<file path="config.mk">
export PLATFORM = sky130hd
export DESIGN_NAME = phy_status_regs
export DESIGN_NICKNAME = d
export VERILOG_FILES = /design/src/phy_regs_pkg.sv /design/src/activity_timer.sv /design/src/rx_symbol_check.sv /design/src/phy_status_regs.sv
export SDC_FILE = /design/constraint.sdc
export NUM_CORES = 1
export LEC_CHECK = 0
export ABC_AREA = 1
export BUFFER_PORTS_ARGS = -buffer_cell sky130_fd_sc_hd__buf_2
export CORE_MARGIN = 1
export CORE_UTILIZATION = 61
export DETAILED_ROUTE_END_ITERATION = 8
export PLACE_DENSITY = 0.81
export REMOVE_ABC_BUFFERS = 1
export SLEW_MARGIN = 20
export SYNTH_ARGS = -nofsm -noshare
export SYNTH_HDL_FRONTEND = slang
export SYNTH_SLANG_ARGS = --single-unit
</file>
<file path="constraint.sdc">
create_clock -name core_clk_in -period 4.4 [get_ports core_clk_in]
set_input_delay 0.88 -clock core_clk_in [delete_from_list [all_inputs] [get_ports core_clk_in]]
set_output_delay 0.88 -clock core_clk_in [all_outputs]
set_load 0.03 [all_outputs]
</file>
<file path="src/phy_regs_pkg.sv">
// Constants and types for the PHY status and 10 Mb/s operations registers
package phy_regs_pkg;

  // ***********************************************************
  // Register addresses on the management port
  // ***********************************************************
  localparam logic [4:0]  ADDR_XSTAT   = 5'h11;   // Extended receive status
  localparam logic [4:0]  ADDR_TENOP   = 5'h12;   // 10 Mb/s operations

  // ***********************************************************
  // Extended receive status bit positions
  // ***********************************************************
  localparam int XS_PLL  = 9;
  localparam int XS_FC   = 8;
  localparam int XS_INV  = 7;
  localparam int XS_HALT = 6;
  localparam int XS_PEND = 5;
  localparam int XS_ANC  = 4;
  localparam int XS_SD   = 3;
  localparam int XS_JAB  = 2;
  localparam int XS_RF   = 1;
  localparam int XS_LINK = 0;

  // ***********************************************************
  // 10 Mb/s operations bit positions and reset value
  // ***********************************************************
  localparam int TO_RJAB  = 15;
  localparam int TO_POL   = 14;
  localparam int TO_JINH  = 5;
  localparam int TO_APINH = 3;
  localparam int TO_SQE   = 2;
  localparam int TO_LLINH = 1;
  localparam int TO_SQINH = 0;
  localparam logic [15:0] TENOP_RESET = 16'h0010;  // Reserved bit 4 is one
  localparam logic [15:0] TENOP_WMASK = 16'h3FFF;  // Bits 13..0 hold writes

  // ***********************************************************
  // 5-bit code groups of the 100 Mb/s stream
  // ***********************************************************
  localparam logic [4:0]  SYM_IDLE = 5'h1F;
  localparam logic [4:0]  SYM_J    = 5'h18;
  localparam logic [4:0]  SYM_K    = 5'h11;
  localparam logic [4:0]  SYM_T    = 5'h0D;
  localparam logic [4:0]  SYM_R    = 5'h07;
  localparam logic [4:0]  SYM_HALT = 5'h04;

  // ***********************************************************
  // Jabber timing
  // ***********************************************************
  localparam int JABBER_MS = 20;                        // Least jabber time
  localparam int CLK_MHZ   = 250;                       // Core clock rate
  localparam int JABBER_CYC = JABBER_MS * CLK_MHZ * 1000;

  // Receive symbol tracker states
  typedef enum logic [1:0] {
    RX_IDLE = 2'b00,
    RX_SSD  = 2'b01,
    RX_PKT  = 2'b10,
    RX_END  = 2'b11
  } rx_state_t;

  // True for the sixteen data code groups
  function automatic logic is_data_sym(input logic [4:0] s);
    case (s)
      5'h1E, 5'h09, 5'h14, 5'h15, 5'h0A, 5'h0B, 5'h0E, 5'h0F,
      5'h12, 5'h13, 5'h16, 5'h17, 5'h1A, 5'h1B, 5'h1C, 5'h1D: is_data_sym = 1'b1;
      default: is_data_sym = 1'b0;
    endcase
  endfunction

endpackage

</file>
<file path="src/activity_timer.sv">
// Counts continuous activity and flags when it lasts past a limit
`timescale 1ns/10ps
module activity_timer
  import phy_regs_pkg::*;
#(
  parameter int unsigned LIMIT = JABBER_CYC
) (
  // Clock and reset
  input  wire logic core_clk_in,
  input  wire logic rst_in,
  // Activity in, expiry out
  input  wire logic active_in,
  output logic      expired_out
);

  localparam int CW = $clog2(LIMIT + 1);
  localparam logic [CW-1:0] LIM = CW'(LIMIT);

  logic [CW-1:0] cnt_q;  // Cycles of unbroken activity

  // ***********************************************************
  // Counter: saturates so a long burst keeps the flag up
  // ***********************************************************
  always_ff @(posedge core_clk_in) begin
    if (rst_in || !active_in) begin
      cnt_q <= '0;
    end else if (cnt_q != LIM) begin
      cnt_q <= cnt_q + CW'(1);
    end
  end

  // Flag stands until activity drops
  always_ff @(posedge core_clk_in) begin
    if (rst_in || !active_in) begin
      expired_out <= 1'b0;
    end else begin
      expired_out <= (cnt_q == LIM);
    end
  end

endmodule // activity_timer

</file>
<file path="src/rx_symbol_check.sv">
// Tracks the 100 Mb/s code-group stream and reports receive errors
`timescale 1ns/10ps
module rx_symbol_check
  import phy_regs_pkg::*;
(
  // Clock and reset
  input  wire logic       core_clk_in,
  input  wire logic       rst_in,
  // Aligned code groups
  input  wire logic       sym_valid_in,
  input  wire logic [4:0] sym_in,
  // One-cycle event pulses
  output logic            false_carrier_out,
  output logic            invalid_out,
  output logic            halt_out,
  output logic            prem_end_out,
  // Receive error toward the MAC
  output logic            rx_err_out
);

  rx_state_t state_q;     // Frame position
  logic      prev_idle_q; // Last in-packet group was idle

  // ***********************************************************
  // Frame tracker
  // ***********************************************************
  always_ff @(posedge core_clk_in) begin
    if (rst_in) begin
      state_q     <= RX_IDLE;
      prev_idle_q <= 1'b0;
    end else if (sym_valid_in) begin
      unique case (state_q)
        RX_IDLE: begin
          // Only J starts the delimiter check; other non-idle is false carrier
          if (sym_in == SYM_J) begin
            state_q <= RX_SSD;
          end
        end
        RX_SSD: begin
          prev_idle_q <= 1'b0;
          state_q     <= (sym_in == SYM_K) ? RX_PKT : RX_IDLE;
        end
        RX_PKT: begin
          if (sym_in == SYM_IDLE) begin
            prev_idle_q <= 1'b1;
            // Second idle ends the frame early
            if (prev_idle_q) begin
              state_q <= RX_IDLE;
            end
          end else begin
            prev_idle_q <= 1'b0;
            if (sym_in == SYM_T) begin
              state_q <= RX_END;
            end
          end
        end
        RX_END: begin
          state_q <= RX_IDLE;
        end
      endcase
    end
  end

  // ***********************************************************
  // Event pulses, one cycle after the offending group
  // ***********************************************************
  always_ff @(posedge core_clk_in) begin
    if (rst_in) begin
      false_carrier_out <= 1'b0;
      invalid_out       <= 1'b0;
      halt_out          <= 1'b0;
      prem_end_out      <= 1'b0;
      rx_err_out        <= 1'b0;
    end else begin
      false_carrier_out <= sym_valid_in &&                                          // [RULE2]
        ((state_q == RX_IDLE && sym_in != SYM_IDLE && sym_in != SYM_J) ||
         (state_q == RX_SSD && sym_in != SYM_K));
      invalid_out <= sym_valid_in && (                                              // [RULE3]
        (state_q == RX_PKT && !is_data_sym(sym_in) && sym_in != SYM_IDLE &&
         sym_in != SYM_T && sym_in != SYM_HALT) ||
        (state_q == RX_END && sym_in != SYM_R));
      halt_out     <= sym_valid_in && state_q == RX_PKT && sym_in == SYM_HALT;      // [RULE4]
      prem_end_out <= sym_valid_in && state_q == RX_PKT && sym_in == SYM_IDLE
                      && prev_idle_q;                                                // [RULE5]
      // Invalid and halt groups both reach the MAC as an error
      rx_err_out <= sym_valid_in && (
        (state_q == RX_PKT && !is_data_sym(sym_in) && sym_in != SYM_IDLE &&
         sym_in != SYM_T) ||
        (state_q == RX_END && sym_in != SYM_R));                                    // [RULE3] [RULE4]
    end
  end
endmodule // rx_symbol_check

</file>
<file path="src/phy_status_regs.sv">
// Extended receive status and 10 Mb/s operations registers of the PHY
//
// What this block does
// RULE1: Latch PLL lock failure until read or reset
// RULE2: Latch false carrier on bad start delimiter
// RULE3: Invalid symbol raises RX error and flag
// RULE4: Halt code in packet signalled and flagged
// RULE5: Two idles inside packet flag premature end
// RULE6: Sticky flags hold until read, then clear
// RULE7: 100M error flags meaningless at 10 Mb/s
// RULE8: Negotiation complete only when enabled and finished
// RULE9: Signal detect is a live value
// RULE10: Jabber bit acts as basic jabber bit
// RULE11: Remote fault bit mirrors basic one
// RULE12: Link bit mirrors basic, latching low
// RULE13: Software writes reserved defaults on writes
// RULE14: Remote jabber latches, cleared by read, reset
// RULE15: Remote jabber from receive timing, informational
// RULE16: Polarity flag shows reversed receive pair
// RULE17: Jabber inhibit skips the transmit check
// RULE18: Auto-polarity inhibit stops polarity correction
// RULE19: SQE inhibit stops post-transmit test pulse
// RULE20: Link-loss inhibit forces link passed state
// RULE21: Squelch inhibit demands data then idle
// RULE22: Read returns pre-clear value, same-cycle set kept
`timescale 1ns/10ps
module phy_status_regs
  import phy_regs_pkg::*;
#(
  parameter int unsigned JABBER_CYCLES = JABBER_CYC  // Shorten in simulation
) (
  // Clock and reset
  input  wire logic        core_clk_in,
  input  wire logic        rst_in,
  // Management register port
  input  wire logic [4:0]  reg_addr_in,
  input  wire logic        reg_wr_in,
  input  wire logic        reg_rd_in,
  input  wire logic [15:0] reg_wdata_in,
  output logic      [15:0] reg_rdata_out,
  output logic             reg_rvalid_out,
  // 100 Mb/s receive path
  input  wire logic        sym_valid_in,
  input  wire logic [4:0]  sym_in,
  input  wire logic        pll_lock_fail_in,
  input  wire logic        sig_detect_in,
  output logic             rx_err_out,
  // Negotiation and basic status
  input  wire logic        an_enable_in,
  input  wire logic        an_done_in,
  input  wire logic        remote_fault_in,
  input  wire logic        link_ok_in,
  // 10 Mb/s path
  input  wire logic        tx_en_in,
  input  wire logic        rx10_active_in,
  input  wire logic        pol_reversed_in,
  output logic             jabber_out,
  output logic             pol_correct_out,
  output logic             sqe_inhibit_out,
  output logic             link_force_pass_out,
  output logic             squelch_inhibit_out
);

  // ***********************************************************
  // Declarations
  // ***********************************************************
  logic        fc_evt;        // False carrier pulse
  logic        inv_evt;       // Invalid symbol pulse
  logic        halt_evt;      // Halt symbol pulse
  logic        pend_evt;      // Premature end pulse
  logic        tx_jab_exp;    // Transmit ran too long
  logic        rx_jab_exp;    // Receive ran too long
  logic        rd_xs;         // Read of extended status
  logic        rd_to;         // Read of operations register
  logic        wr_to;         // Write of operations register
  logic        jab_evt;       // Local jabber seen, check enabled
  logic        pll_q;
  logic        fc_q;
  logic        inv_q;
  logic        halt_q;
  logic        pend_q;
  logic        jab_q;
  logic        rf_q;
  logic        link_q;        // Latching-low link status
  logic        rjab_q;
  logic        pol_q;
  logic [15:0] tenop_q;       // Writable bits of operations register
  logic [15:0] xs_val;        // Extended status as read
  logic [15:0] to_val;        // Operations register as read

  // Sticky update: a set in the clearing cycle wins
  function automatic logic sticky(input logic q, input logic set, input logic clr);
    sticky = set | (q & ~clr);
  endfunction

  // ***********************************************************
  // Sub-blocks
  // ***********************************************************
  rx_symbol_check u_rxchk (
    .core_clk_in       (core_clk_in),
    .rst_in            (rst_in),
    .sym_valid_in      (sym_valid_in),
    .sym_in            (sym_in),
    .false_carrier_out (fc_evt),
    .invalid_out       (inv_evt),
    .halt_out          (halt_evt),
    .prem_end_out      (pend_evt),
    .rx_err_out        (rx_err_out)
  );

  // Local transmit jabber watch
  activity_timer #(.LIMIT(JABBER_CYCLES)) u_txjab (
    .core_clk_in (core_clk_in),
    .rst_in      (rst_in),
    .active_in   (tx_en_in),
    .expired_out (tx_jab_exp)
  );

  // Same criteria applied to the receive path
  activity_timer #(.LIMIT(JABBER_CYCLES)) u_rxjab (
    .core_clk_in (core_clk_in),
    .rst_in      (rst_in),
    .active_in   (rx10_active_in),
    .expired_out (rx_jab_exp)                                    // [RULE15]
  );

  // ***********************************************************
  // Address decode
  // ***********************************************************
  assign rd_xs   = reg_rd_in && reg_addr_in == ADDR_XSTAT;
  assign rd_to   = reg_rd_in && reg_addr_in == ADDR_TENOP;
  assign wr_to   = reg_wr_in && reg_addr_in == ADDR_TENOP;
  assign jab_evt = tx_jab_exp && !tenop_q[TO_JINH];                // [RULE17]

  // ***********************************************************
  // 100 Mb/s error flags; they still latch at 10 Mb/s, where
  // their value carries no meaning and software ignores them
  // ***********************************************************
  always_ff @(posedge core_clk_in) begin
    if (rst_in) begin
      pll_q  <= 1'b0;
      fc_q   <= 1'b0;
      inv_q  <= 1'b0;
      halt_q <= 1'b0;
      pend_q <= 1'b0;
    end else begin
      pll_q  <= sticky(pll_q, pll_lock_fail_in, rd_xs);          // [RULE1] [RULE6] [RULE7]
      fc_q   <= sticky(fc_q, fc_evt, rd_xs);                     // [RULE2] [RULE6]
      inv_q  <= sticky(inv_q, inv_evt, rd_xs);                   // [RULE3] [RULE6]
      halt_q <= sticky(halt_q, halt_evt, rd_xs);                 // [RULE4] [RULE6]
      pend_q <= sticky(pend_q, pend_evt, rd_xs);                 // [RULE5] [RULE22]
    end
  end

  // ***********************************************************
  // Mirrors of basic status bits, with their own latches
  // ***********************************************************
  always_ff @(posedge core_clk_in) begin
    if (rst_in) begin
      jab_q  <= 1'b0;
      rf_q   <= 1'b0;
      link_q <= 1'b0;
    end else begin
      jab_q <= sticky(jab_q, jab_evt, rd_xs);                    // [RULE10]
      rf_q  <= sticky(rf_q, remote_fault_in, rd_xs);             // [RULE11]
      // Low latches; a read re-arms from the present link state
      link_q <= rd_xs ? link_ok_in : (link_q & link_ok_in);      // [RULE12]
    end
  end

  // ***********************************************************
  // 10 Mb/s status flags
  // ***********************************************************
  always_ff @(posedge core_clk_in) begin
    if (rst_in) begin
      rjab_q <= 1'b0;
      pol_q  <= 1'b0;
    end else begin
      // Informational only: drives nothing but the register
      rjab_q <= sticky(rjab_q, rx_jab_exp, rd_to);               // [RULE14] [RULE15]
      pol_q  <= sticky(pol_q, pol_reversed_in, rd_to);           // [RULE16]
    end
  end

  // ***********************************************************
  // Operations control bits; reserved bits keep what software
  // wrote, which is meant to be their defaults
  // ***********************************************************
  always_ff @(posedge core_clk_in) begin
    if (rst_in) begin
      tenop_q <= TENOP_RESET;
    end else if (wr_to) begin
      tenop_q <= reg_wdata_in & TENOP_WMASK;                     // [RULE13]
    end
  end

  // ***********************************************************
  // Read data, captured before the clear takes effect
  // ***********************************************************
  always_comb begin
    xs_val          = '0;
    xs_val[XS_PLL]  = pll_q;
    xs_val[XS_FC]   = fc_q;
    xs_val[XS_INV]  = inv_q;
    xs_val[XS_HALT] = halt_q;
    xs_val[XS_PEND] = pend_q;
    xs_val[XS_ANC]  = an_enable_in && an_done_in;                // [RULE8]
    xs_val[XS_SD]   = sig_detect_in;                             // [RULE9]
    xs_val[XS_JAB]  = jab_q;
    xs_val[XS_RF]   = rf_q;
    xs_val[XS_LINK] = link_q;
    to_val          = tenop_q;
    to_val[TO_RJAB] = rjab_q;
    to_val[TO_POL]  = pol_q;
  end

  // Data stands until the next read; unmapped reads give zero
  always_ff @(posedge core_clk_in) begin
    if (rst_in) begin
      reg_rdata_out  <= '0;
      reg_rvalid_out <= 1'b0;
    end else begin
      reg_rvalid_out <= reg_rd_in;
      if (reg_rd_in) begin
        reg_rdata_out <= rd_xs ? xs_val : (rd_to ? to_val : '0);  // [RULE22]
      end
    end
  end

  // ***********************************************************
  // Controls toward the 10 Mb/s logic
  // ***********************************************************
  always_ff @(posedge core_clk_in) begin
    if (rst_in) begin
      jabber_out          <= 1'b0;
      pol_correct_out     <= 1'b0;
      sqe_inhibit_out     <= 1'b0;
      link_force_pass_out <= 1'b0;
      squelch_inhibit_out <= 1'b0;
    end else begin
      jabber_out          <= jab_evt;                                 // [RULE17]
      pol_correct_out     <= pol_reversed_in && !tenop_q[TO_APINH];   // [RULE18]
      sqe_inhibit_out     <= tenop_q[TO_SQE];                         // [RULE19]
      link_force_pass_out <= tenop_q[TO_LLINH];                       // [RULE20]
      squelch_inhibit_out <= tenop_q[TO_SQINH];                       // [RULE21]
    end
  end
endmodule // phy_status_regs

</file>
; ---- After elaboration in Yosys (flattened, before gate mapping)
; Memory sizes are Yosys's and may differ from the RTL's.
; Index checks and enable logic that the tools add are counted.
[op_classes]
addsub = 2
eq_ne = 23
muxes = 13
bitwise = 21
n_reduce_logical = 39
[op_table]
columns = op, n
row1 = "adder 23 x 1 -> 23 bit, second input constant", 2
row2 = "== test 23 bit, second input constant", 2
row3 = "inequality test 23 bit, second input constant", 2
row4 = 2-to-1 mux 16 bit, 2
row5 = "== test 5 bit, second input constant", 5
row6 = logical AND 1 bit, 24
row7 = "inequality test 5 bit, second input constant", 3
row8 = AND 1 bit, 10
row9 = 2-to-1 mux 2 bit, 5
row10 = "inequality test 5 x 3 -> 1 bit, second input constant", 2
row11 = OR 1 bit, 9
row12 = case mux 2 bit (4 select lines), 1
row13 = logical NOT 1 bit, 6
row14 = "inequality test 3 x 2 -> 1 bit, second input constant", 2
row15 = "== test 5 x 3 -> 1 bit, second input constant", 1
row16 = "== test 5 x 4 -> 1 bit, second input constant", 1
row17 = logical OR 1 bit, 5
row18 = "inequality test 5 x 4 -> 1 bit, second input constant", 1
row19 = "== test 2 bit, second input constant", 2
row20 = 2-to-1 mux 1 bit, 4
row21 = AND reduction 4 bit, 1
row22 = "== test 2 x 1 -> 1 bit, second input constant", 1
row23 = logical NOT 2 bit, 1
row24 = "inequality test 2 x 1 -> 1 bit, second input constant", 1
row25 = 4 further kinds, 5
[totals]
register_bits = 102
mem_bits_ro = 64
out_inout_bits = 23
word_cells = 129
mem_count = 2
[memory_table]
columns = name, depth, word_bits, rd, rd_ports_with_merged_regs, write_ports, line_no
row1 = (name not given), 32, 1, 1, 0, 0, phy_regs_pkg.sv:64  ; case (s)
row2 = (name not given), 32, 1, 1, 0, 0, phy_regs_pkg.sv:64

; ---- Depth between registers and ports, before layout
; Gate-level depths: netlist of run 1.
; An unclocked memory read counts as a cell.
[depth]
word_depth = 9
mapped_depth = 9
ltp_nobuf = 9

; ---- Modules after synthesis
; A second synthesis of run 1 with hierarchy kept.
[unflattened]
cells_unflattened = 758
hier_area_um2 = 5139.9
[by_module_without_submodules]
columns = module, n_inst, cells_each, area_each_um2, seq_area_each_um2
row1 = activity_timer, 2, 219, 1362.6, 480.5
row2 = phy_status_regs, 1, 232, 1856.8, 920.9
row3 = rx_symbol_check, 1, 88, 558.0, 160.2

; ---- Worst setup path after synthesis of run 1
; Ideal clock, no wire load.
[synth_path]
path_type = input port to flip-flop
start = input port reg_addr_in[3]
end = register tenop_q[10]
setup_time_ps = 116
arrival_time_ps = 1676
required_time_ps = 4284
slack_ps = 2609
stages = 7
n_path_buf = 1
cell_sequence = nor2_1 > nand4_1 > nor2_1 > inv_2 > clkbuf_1 > nor2_1 > nor2_1
[synth_between]
elab_chain_len = 2
[synth_rtl]
columns = element, line_no
row1 = "start, declared", phy_status_regs.sv:36  ; input wire logic [4:0] reg_addr_in,
row2 = == test 5 bit, phy_status_regs.sv:132  ; assign wr_to = reg_wr_in && reg_addr_in == ADDR_TENOP;
row3 = logical AND 1 bit, phy_status_regs.sv:132
row4 = "end signal, assigned", phy_status_regs.sv:193  ; tenop_q <= reg_wdata_in & TENOP_WMASK;
row5 = "end, declared", phy_status_regs.sv:87  ; logic [15:0] tenop_q;
; Every way passes these cells.
; A chain may end at the register's enable or synchronous reset.

; ---- Worst setup path after layout of run 1
[layout_path]
start = input port rst_in
end = register u_txjab.cnt_q[10]
[layout_between]
elab_chain_len = 1
[layout_rtl]
columns = element, line_no
row1 = "start, declared", phy_status_regs.sv:34  ; input wire logic rst_in,
row2 = logical OR 1 bit, activity_timer.sv:25  ; if (rst_in || !active_in) begin
row3 = "end signal, assigned", activity_timer.sv:28  ; cnt_q <= cnt_q + CW'(1);
row4 = "end, declared", activity_timer.sv:19  ; logic [CW-1:0] cnt_q;
; Every way passes these cells.

==> flow_summary.ini, run 1 <==
[timing]
drv_slew = 0
setup_tns_ns = 0
hold_viol_final = 0
min_period_over_period_pct = 54.89
rsz0062_at_grt = no
finalCriticalPeriod_ns = 2.415
worst_slack_ns = 1.985
finalSetupViolations = 0
tightest_slew_ns = 0.6663
max_freq_mhz = 414.0
fin_skew_ns = 0.009944
relSlewSlack_pct = 55.42

[final_layout]
num-nets-final = 766
final_cell_area_um2 = 5155
diodes = 0
syn2layout_area_growth_pct = 13.22
nFillCells = 606
layout-drive-gt1-share_pct = 13.30
multi_input_area_um2 = 2108
seq_area_um2 = 2042

[yosys]
yosys.area_share.simple_pct = 31.88
synth_xor_area_share_pct = 0.7694
synth_top_family_by_area = simple AND/OR/NAND/NOR gates
yosys_register_bits = 102
synth_adder_area_share_pct = 2.473
synthesis.area_um2 = 4553
netlist_instances = 658
ys_types = 27
synthMuxAreaShare_pct = 0
synth_compound_area_share_pct = 11.18
ys_seq_area_share_pct = 44.85
syn_area_per_cell_um2 = 6.920
yosysWarningCount = 0

[floorplanning]
die_height_um = 88.40
rows = 31
initial_utilization_pct = 63.11
core-area_um2 = 7214
die_w_um = 88.40
ios = 63
die_area_um2 = 7814

[critical_path]
worst-path-max-fanout = 28
max_stage_delay_ns = 0.43
crit_slowest_cell = inv_1
required_ns = 4.69
r2r_slack_ns = 2.69
r2r-start = u_rxjab.cnt_q[0]
regToRegEndpoint = u_rxjab.cnt_q[20]
arrival_ns = 2.71
crit_type = in -> reg
reg2reg_depth = 8
cp_cell_sequence = buf_2 > inv_2 > nand2_1 > inv_1 > o21ai_0 > a21oi_1
crit_path_end_kind = flop
crit_path_start_kind = input pin

[grt]
grt_max_degree = 29
grt_antenna_before_repair = 0
overflow = 0
grt_pass1_vias = 3964
grt_pass1_wl_um = 16280
groute.usage.overall_pct = 26.44

[place]
hpwl_um = 6876
gp_congestion = 0.8530
dp_slack_ns = 1.609
port_buffers = 60
placed_cell_area_um2 = 4923

[min_path]
hold_end = pend_q
hold_depth = 2
min_from = u_rxchk.prem_end_out
hold_class = reg -> reg

[detailed_routing]
drtIter0Drc = 224
drt-pass1-iter-count = 5
drc = 0
drt-total-wl_um = 9760
num_vias = 4290
antenna_left = 0
wl_per_cell_um = 11.89
viasPerCell = 5.225

[cts]
cts_num_sinks = 102
post_cts_buffers = 0
htree_levels = 3
tritoncts = yes
ctsHoldBuffers = 0
ctsResizeCount = 0
path_clk_slew_ns = 0.10
cts_root_buf = clkbuf_8
cts_buffers = 9
clk_path_buf_depth = 2
worstSkewPairLatency_ns = 0.36

[power_and_ir_drop]
p_int_mw = 1.313
powerDensity_nw_per_um2 = 331.0
ir_drop_mv = 0.2337
total_power_mw = 1.706
cellLeakagePower_nw = 2.203
p_sw_share_pct = 23.04
clock_power_share_pct = 38.4
p_sw_uw = 393.0
seq_power_share_pct = 55.3
power.share.combinational_pct = 6.2

[run]
cap_violations = 0

[status]
status = completed
-- flip-flops by register name (all words and copies together) (netlist names), 2 cells and up --
name	count
u_rxchk.state_q	2
reg_rdata_out	16
u_txjab.cnt_q	23
tenop_q	14
u_rxjab.cnt_q	23
-- critical path: cells and delay by family --
family                 cells  cell delay, ns
AOI/OAI and AO/OA          2            0.32
and+or+nand+nor            1            0.38
buffers and inverters      3            1.10
-- metal layers --
metal	wire (µm)	GRT usage, %	share of wire [%]	vias to the layer above
met5	0	0	0	-
met4	72	7.185	0.74	0
met3	392	6.716	4.0	9
met2	5062	49.37	52	112
met1	4233	29.72	43	1963
li1	-	-	-	2206
-- cells by family after synthesis --
family,Yosys count
adder cells (fa/ha/maj),9
buffers and inverters,104
flip-flops,102
AO/OA/AOI/OAI,101
XOR/XNOR,4
AND/OR/NAND/NOR,338
-- layout by cell type, fill, tap and decap left out --
cell and instances:
o21ai_1 3, a31oi_1 1, inv_2 5, nor3_4 2, nor3_1 13, nor3_2 1, nand4_1 14, inv_1 86
nor2_1 104, nor3b_1 1, a21oi_1 55, o21a_1 1, nand2_1 141, clkinv_4 2, bufinv_16 2, inv_6 1
dfxtp_1 102, nand3_1 51, o21ai_0 41, nand2_2 4, buf_4 1, clkbuf_8 10, ha_1 9, xor2_1 4
nor2_2 5, clkinvlp_4 1, nor2_4 1, or2_2 1, buf_2 60
-- how the worst max path moves through the flow --
stage / start / endpoint / slack, ns / depth (start not counted)
2_1_floorplan: reg_addr_in[3] / tenop_q[0] / 2.40 / 6
3_3_place_gp: rst_in / u_txjab.cnt_q[10] / 1.67 / 6
3_5_place_dp: rst_in / u_txjab.cnt_q[10] / 1.61 / 6
4_1_cts: rst_in / u_txjab.cnt_q[10] / 1.99 / 6
5_1_grt: rst_in / u_txjab.cnt_q[10] / 1.80 / 6
6_report: rst_in / u_txjab.cnt_q[10] / 1.98 / 6
-- final cells by class --
| type | count | share of cell area, % |
|---|---|---|
| multi-input cells | 452 | 40.90 |
| well taps | 99 | 2.403 |
| clock buffers | 10 | 2.670 |
| clock inverters | 6 | 1.820 |
| flip-flops and latches | 102 | 39.61 |
| inverters | 91 | 6.626 |
| repair buffers | 61 | 5.971 |
-- power by group through the flow --
stage	Combinational [mW]	Clock (mW)	Sequential, mW
3_5_place_dp	0.105	0	0.965
2_1_floorplan	0.0603	0	0.967
3_3_place_gp	0.0998	0	0.964
6_report	0.107	0.656	0.944
4_1_cts	0.106	0.668	0.944
5_1_grt	0.121	0.708	0.945
-- Yosys cell counts --
library cell	instances	share of area [%]
o21a_1	1	0.16
inv_2	5	0.41
or2_2	1	0.14
nor2_1	104	8.6
a21oi_1	55	6.0
a31oi_1	1	0.14
nor2_4	1	0.25
nor3_1	13	1.4
nand2_1	141	12
clkbuf_2	1	0.11
inv_1	86	7.1
nor3_4	2	0.71
clkbuf_1	4	0.33
nor2_2	5	0.69
nor3_2	1	0.22
o21ai_0	41	4.5
ha_1	9	2.5
xor2_1	4	0.77
buf_4	2	0.33
o21ai_1	3	0.33
nand3_1	51	5.6
nand2_2	4	0.55
nand4_1	14	1.9
buf_2	3	0.33
nor3b_1	1	0.16
dfxtp_1	102	45
buf_1	3	0.25
-- metrics by stage --
step | hold WS, ns | util, % | cells
4_1_cts | 0.4522 | 71.45 | 821
3_3_place_gp | 0.4185 | 68.24 | 805
5_1_grt | 0.4665 | 71.45 | 821
6_report | 0.4488 | 71.45 | 821
2_1_floorplan | 0.4130 | - | 645
3_5_place_dp | 0.4312 | 68.24 | 805
No activity file was read; power rests on OpenSTA's default activity.
==> run 2: changes to the inputs <==
Settings changed: CORE_UTILIZATION 61 to 52, PLACE_DENSITY 0.81 to 0.73.
Clock period 4.4 ns to 2.15 ns, I/O delays scaled along.
==> flow_summary.ini, run 2 (synthesized netlist as in run 1, its figures left out) <==
[status]
status = completed

[grt]
grt_antenna_before_repair = 0
groute.usage.overall_pct = 23.17
met3_usage_pct = 5.981
grt_pass1_vias = 3960
grt_max_degree = 26
grt_util_met2_pct = 42.14
busiest_layer = met2
use_met1_pct = 26.76
grt_pass1_wl_um = 16620
overflow = 0

[final_layout]
layout.cells.most_common = nand2_1
layout-drive-gt1-share_pct = 14.01
final_core_util_pct = 61.99
syn2layout_area_growth_pct = 13.55
num-nets-final = 772
nFillCells = 788
diodes = 0
final_cell_mix = nand2_1 (141), nor2_1 (104), dfxtp_1 (102)
fin_cells = 833
final_cell_area_um2 = 5170
top_regs = u_rxjab.cnt_q (23), u_txjab.cnt_q (23), reg_rdata_out (16)

[cts]
tritoncts = yes
cts_num_sinks = 102
clk_path_buf_depth = 2
htree_levels = 3
ctsHoldBuffers = 0
cts_root_buf = clkbuf_8
cts_buffers = 9
path_clk_slew_ns = 0.10
worstSkewPairLatency_ns = 0.37
ctsResizeCount = 0
post_cts_buffers = 0

[detailed_routing]
viasPerCell = 5.026
num_vias = 4187
drt-pass1-iter-count = 4
drt-total-wl_um = 9517
drtIter0Drc = 116
antenna_left = 0
drc = 0
wl_per_cell_um = 11.42

[timing]
relSlewSlack_pct = 64.88
rsz0062_at_grt = no
finalCriticalPeriod_ns = 1.674
hold_viol_final = 0
fin_skew_ns = 0.01260
whs_ns = 0.2827
drv_slew = 0
tightest_slew_ns = 0.5262
min_period_over_period_pct = 77.88
setup_tns_ns = 0
max_freq_mhz = 597.2
finalSetupViolations = 0
worst_slack_ns = 0.4756

[place]
port_buffers = 60
dp_slack_ns = 0.4670
hpwl_um = 6933
gp_congestion = 0.8415
placed_cell_area_um2 = 4976
dpl.cell_count = 817

[critical_path]
arrival_ns = 1.95
crit_path_start_kind = flop
required_ns = 2.42
worst-path-max-fanout = 9
crit_type = reg -> reg
crit_path_end_kind = flop

[floorplanning]
die_w_um = 95.58
die_height_um = 95.58
core-area_um2 = 8341
die_area_um2 = 9135
ios = 63
initial_utilization_pct = 54.59
rows = 33

[power_and_ir_drop]
cellLeakagePower_nw = 2.216
total_power_mw = 3.303
ir_drop_mv = 0.4186
powerDensity_nw_per_um2 = 638.9

[run]
cap_violations = 0

[min_path]
hold_class = in -> reg
==> run 2: changes by cell type in the layout (fill, tap and decap cells not counted), sizes merged <==
cell    delta
clkinv     +1
buf        +6
bufinv     -2
clkbuf     +1
==> run 2: power breakdown <==
group          internal [mW]  switching, mW  total (mW)
Sequential              1.91         0.0162        1.93
Clock                  0.495          0.657        1.15
Combinational         0.0813          0.139       0.220
==> run 2: final cells by class <==
type | count | area (µm²) | share of cell area [%]
multi-input cells | 452 | 2108 | 40.78
clock inverters | 5 | 42.54 | 0.8228
repair buffers | 67 | 352.8 | 6.825
inverters | 91 | 341.6 | 6.607
clock buffers | 11 | 151.4 | 2.928
well taps | 105 | 131.4 | 2.541
flip-flops and latches | 102 | 2042 | 39.50
==> run 2: worst paths after layout <==
check / from / end / slack [ns] / cells after the start
worst max register to register: u_rxjab.cnt_q[0] / u_rxjab.cnt_q[18] / 0.48 / 8
worst min register to register: u_rxjab.expired_out / rjab_q / 0.44 / 2
worst max-delay path: u_rxjab.cnt_q[0] / u_rxjab.cnt_q[18] / 0.48 / 8
worst min-delay path: reg_wdata_in[4] / tenop_q[4] / 0.28 / 3
==> run 2: layer usage <==
| layer | up-vias | wire [µm] |
|---|---|---|
| met4 | 0 | 114 |
| li1 | 2222 | - |
| met1 | 1884 | 4345 |
| met3 | 12 | 315 |
| met5 | - | 0 |
| met2 | 69 | 4742 |
==> run 2: worst max-delay path, cell delays in order (launching register included) <==
cell	delay, ns
dfxtp_1	0.40
ha_1	0.21
nand2_1	0.13
nor3_4	0.32
inv_2	0.10
nor2_4	0.19
nand3_1	0.11
nand2_1	0.10
nor2_2	0.03
==> run 3: changes to the inputs <==
Settings changed: CORE_UTILIZATION 52 to 57, PLACE_DENSITY 0.73 to 0.76.
Clock period 2.15 ns to 1.7 ns, I/O delays scaled along.
==> flow_summary.ini, run 3 (synthesized netlist as in run 1, its figures left out) <==
[timing]
fin_skew_ns = 0.01066
drv_slew = 0
finalSetupViolations = 0
min_period_over_period_pct = 90.50
relSlewSlack_pct = 66.03
rsz0062_at_grt = no
tightest_slew_ns = 0.5090
setup_tns_ns = 0
hold_viol_final = 0
finalCriticalPeriod_ns = 1.539
max_freq_mhz = 650.0

[grt]
grt_max_degree = 26
grt_antenna_before_repair = 0
grt_pass1_vias = 4076
grt_pass1_wl_um = 16660
overflow = 0
groute.usage.overall_pct = 24.75

[detailed_routing]
drt-total-wl_um = 9628
viasPerCell = 5.054
drt-pass1-iter-count = 4
drtIter0Drc = 143
antenna_left = 0
drc = 0
num_vias = 4210
wl_per_cell_um = 11.56

[cts]
ctsHoldBuffers = 0
tritoncts = yes
worstSkewPairLatency_ns = 0.37
ctsResizeCount = 0
post_cts_buffers = 0
htree_levels = 3
cts_buffers = 9
cts_num_sinks = 102
path_clk_slew_ns = 0.10
cts_root_buf = clkbuf_8
clk_path_buf_depth = 2

[min_path]
hold_class = in -> reg
min_from = remote_fault_in
hold_end = rf_q
hold_depth = 3

[floorplanning]
initial_utilization_pct = 58.92
die_w_um = 91.38
die_height_um = 91.38
ios = 63
core-area_um2 = 7727
die_area_um2 = 8349
rows = 32

[final_layout]
layout-drive-gt1-share_pct = 15.05
nFillCells = 681
final_cell_mix = nand2_1 (141), nor2_1 (101), dfxtp_1 (101)
diodes = 0
top_regs = u_rxjab.cnt_q (23), u_txjab.cnt_q (23), reg_rdata_out (16)
syn2layout_area_growth_pct = 14.18
layout.cells.most_common = nand2_1
num-nets-final = 775

[place]
port_buffers = 60
hpwl_um = 7089
gp_congestion = 0.8198

[critical_path]
crit_path_start_kind = flop
regToRegEndpoint = u_txjab.cnt_q[22]
worst-path-max-fanout = 5
reg2reg_depth = 8
crit_path_end_kind = flop
r2r-start = u_txjab.cnt_q[0]
crit_type = reg -> reg
r2r_slack_ns = 0.16
required_ns = 1.96
arrival_ns = 1.80

[power_and_ir_drop]
cellLeakagePower_nw = 2.234
p_sw_mw = 1.091
seq_power_share_pct = 58.3
clock_power_share_pct = 34.9
p_sw_share_pct = 26.04
power.share.combinational_pct = 6.8
total_power_mw = 4.188
powerDensity_nw_per_um2 = 805.6
p_int_mw = 3.097
ir_drop_mv = 0.7804

[status]
status = completed

[run]
cap_violations = 0
[run 3: area by class of cell]
class / instances / area, µm² / area share (%)
flip-flops and latches: 102 / 2043 / 39.30
clock buffers: 9 / 123.9 / 2.383
multi-input cells: 452 / 2121 / 40.79
clock inverters: 7 / 66.31 / 1.276
repair buffers: 70 / 375.4 / 7.220
well taps: 102 / 127.6 / 2.455
inverters: 91 / 341.6 / 6.570
[run 3: worst max-delay path: stages (launching register included)]
cell and delay (ns):
dfxtp_1 0.41, ha_1 0.19, nand2_1 0.09, nor2_1 0.14
nand2_1 0.13, nor2_2 0.15, nand2_1 0.08, o21ai_0 0.14
a21oi_1 0.08
[run 3: stage by stage]
step                utilization [%]  worst slack [ns]  cells  instance area (µm²)  hold slack, ns
floorplan                         -            0.2434    645                 4492          0.4091
global placement              64.64            0.1860    817                 4995          0.4174
detailed placement            64.64            0.1328    817                 4995          0.4257
CTS                           67.10            0.1730    833                 5185          0.1619
global route                  67.28           0.01263    833                 5199          0.1828
finish                        67.28            0.1615    833                 5199          0.1734
[run 3: power by group through the flow]
stage	Clock, mW	Combinational (mW)	Sequential (mW)
after global routing	1.59	0.324	2.45
after CTS	1.51	0.284	2.44
after floorplan	0	0.156	2.50
after detailed placement	0	0.282	2.50
final	1.46	0.284	2.44
after global placement	0	0.269	2.50
[run 3: how the worst max path moves through the flow]
stage | end | start | cells past startpoint
floorplan | tenop_q[0] | reg_addr_in[3] | 6
global placement | u_rxjab.cnt_q[4] | rst_in | 6
detailed placement | u_rxjab.cnt_q[11] | rst_in | 6
CTS | u_txjab.cnt_q[22] | u_txjab.cnt_q[0] | 8
global route | u_rxjab.cnt_q[14] | u_rxjab.cnt_q[0] | 7
finish | u_txjab.cnt_q[22] | u_txjab.cnt_q[0] | 8
[run 3: metal layers]
layer,vias up,GRT usage (%),part of all wire (%)
li1,2232,-,-
met1,1885,26.97,45
met2,79,46.72,49
met3,14,5.779,4.1
met4,0,8.201,1.8
met5,-,0,0
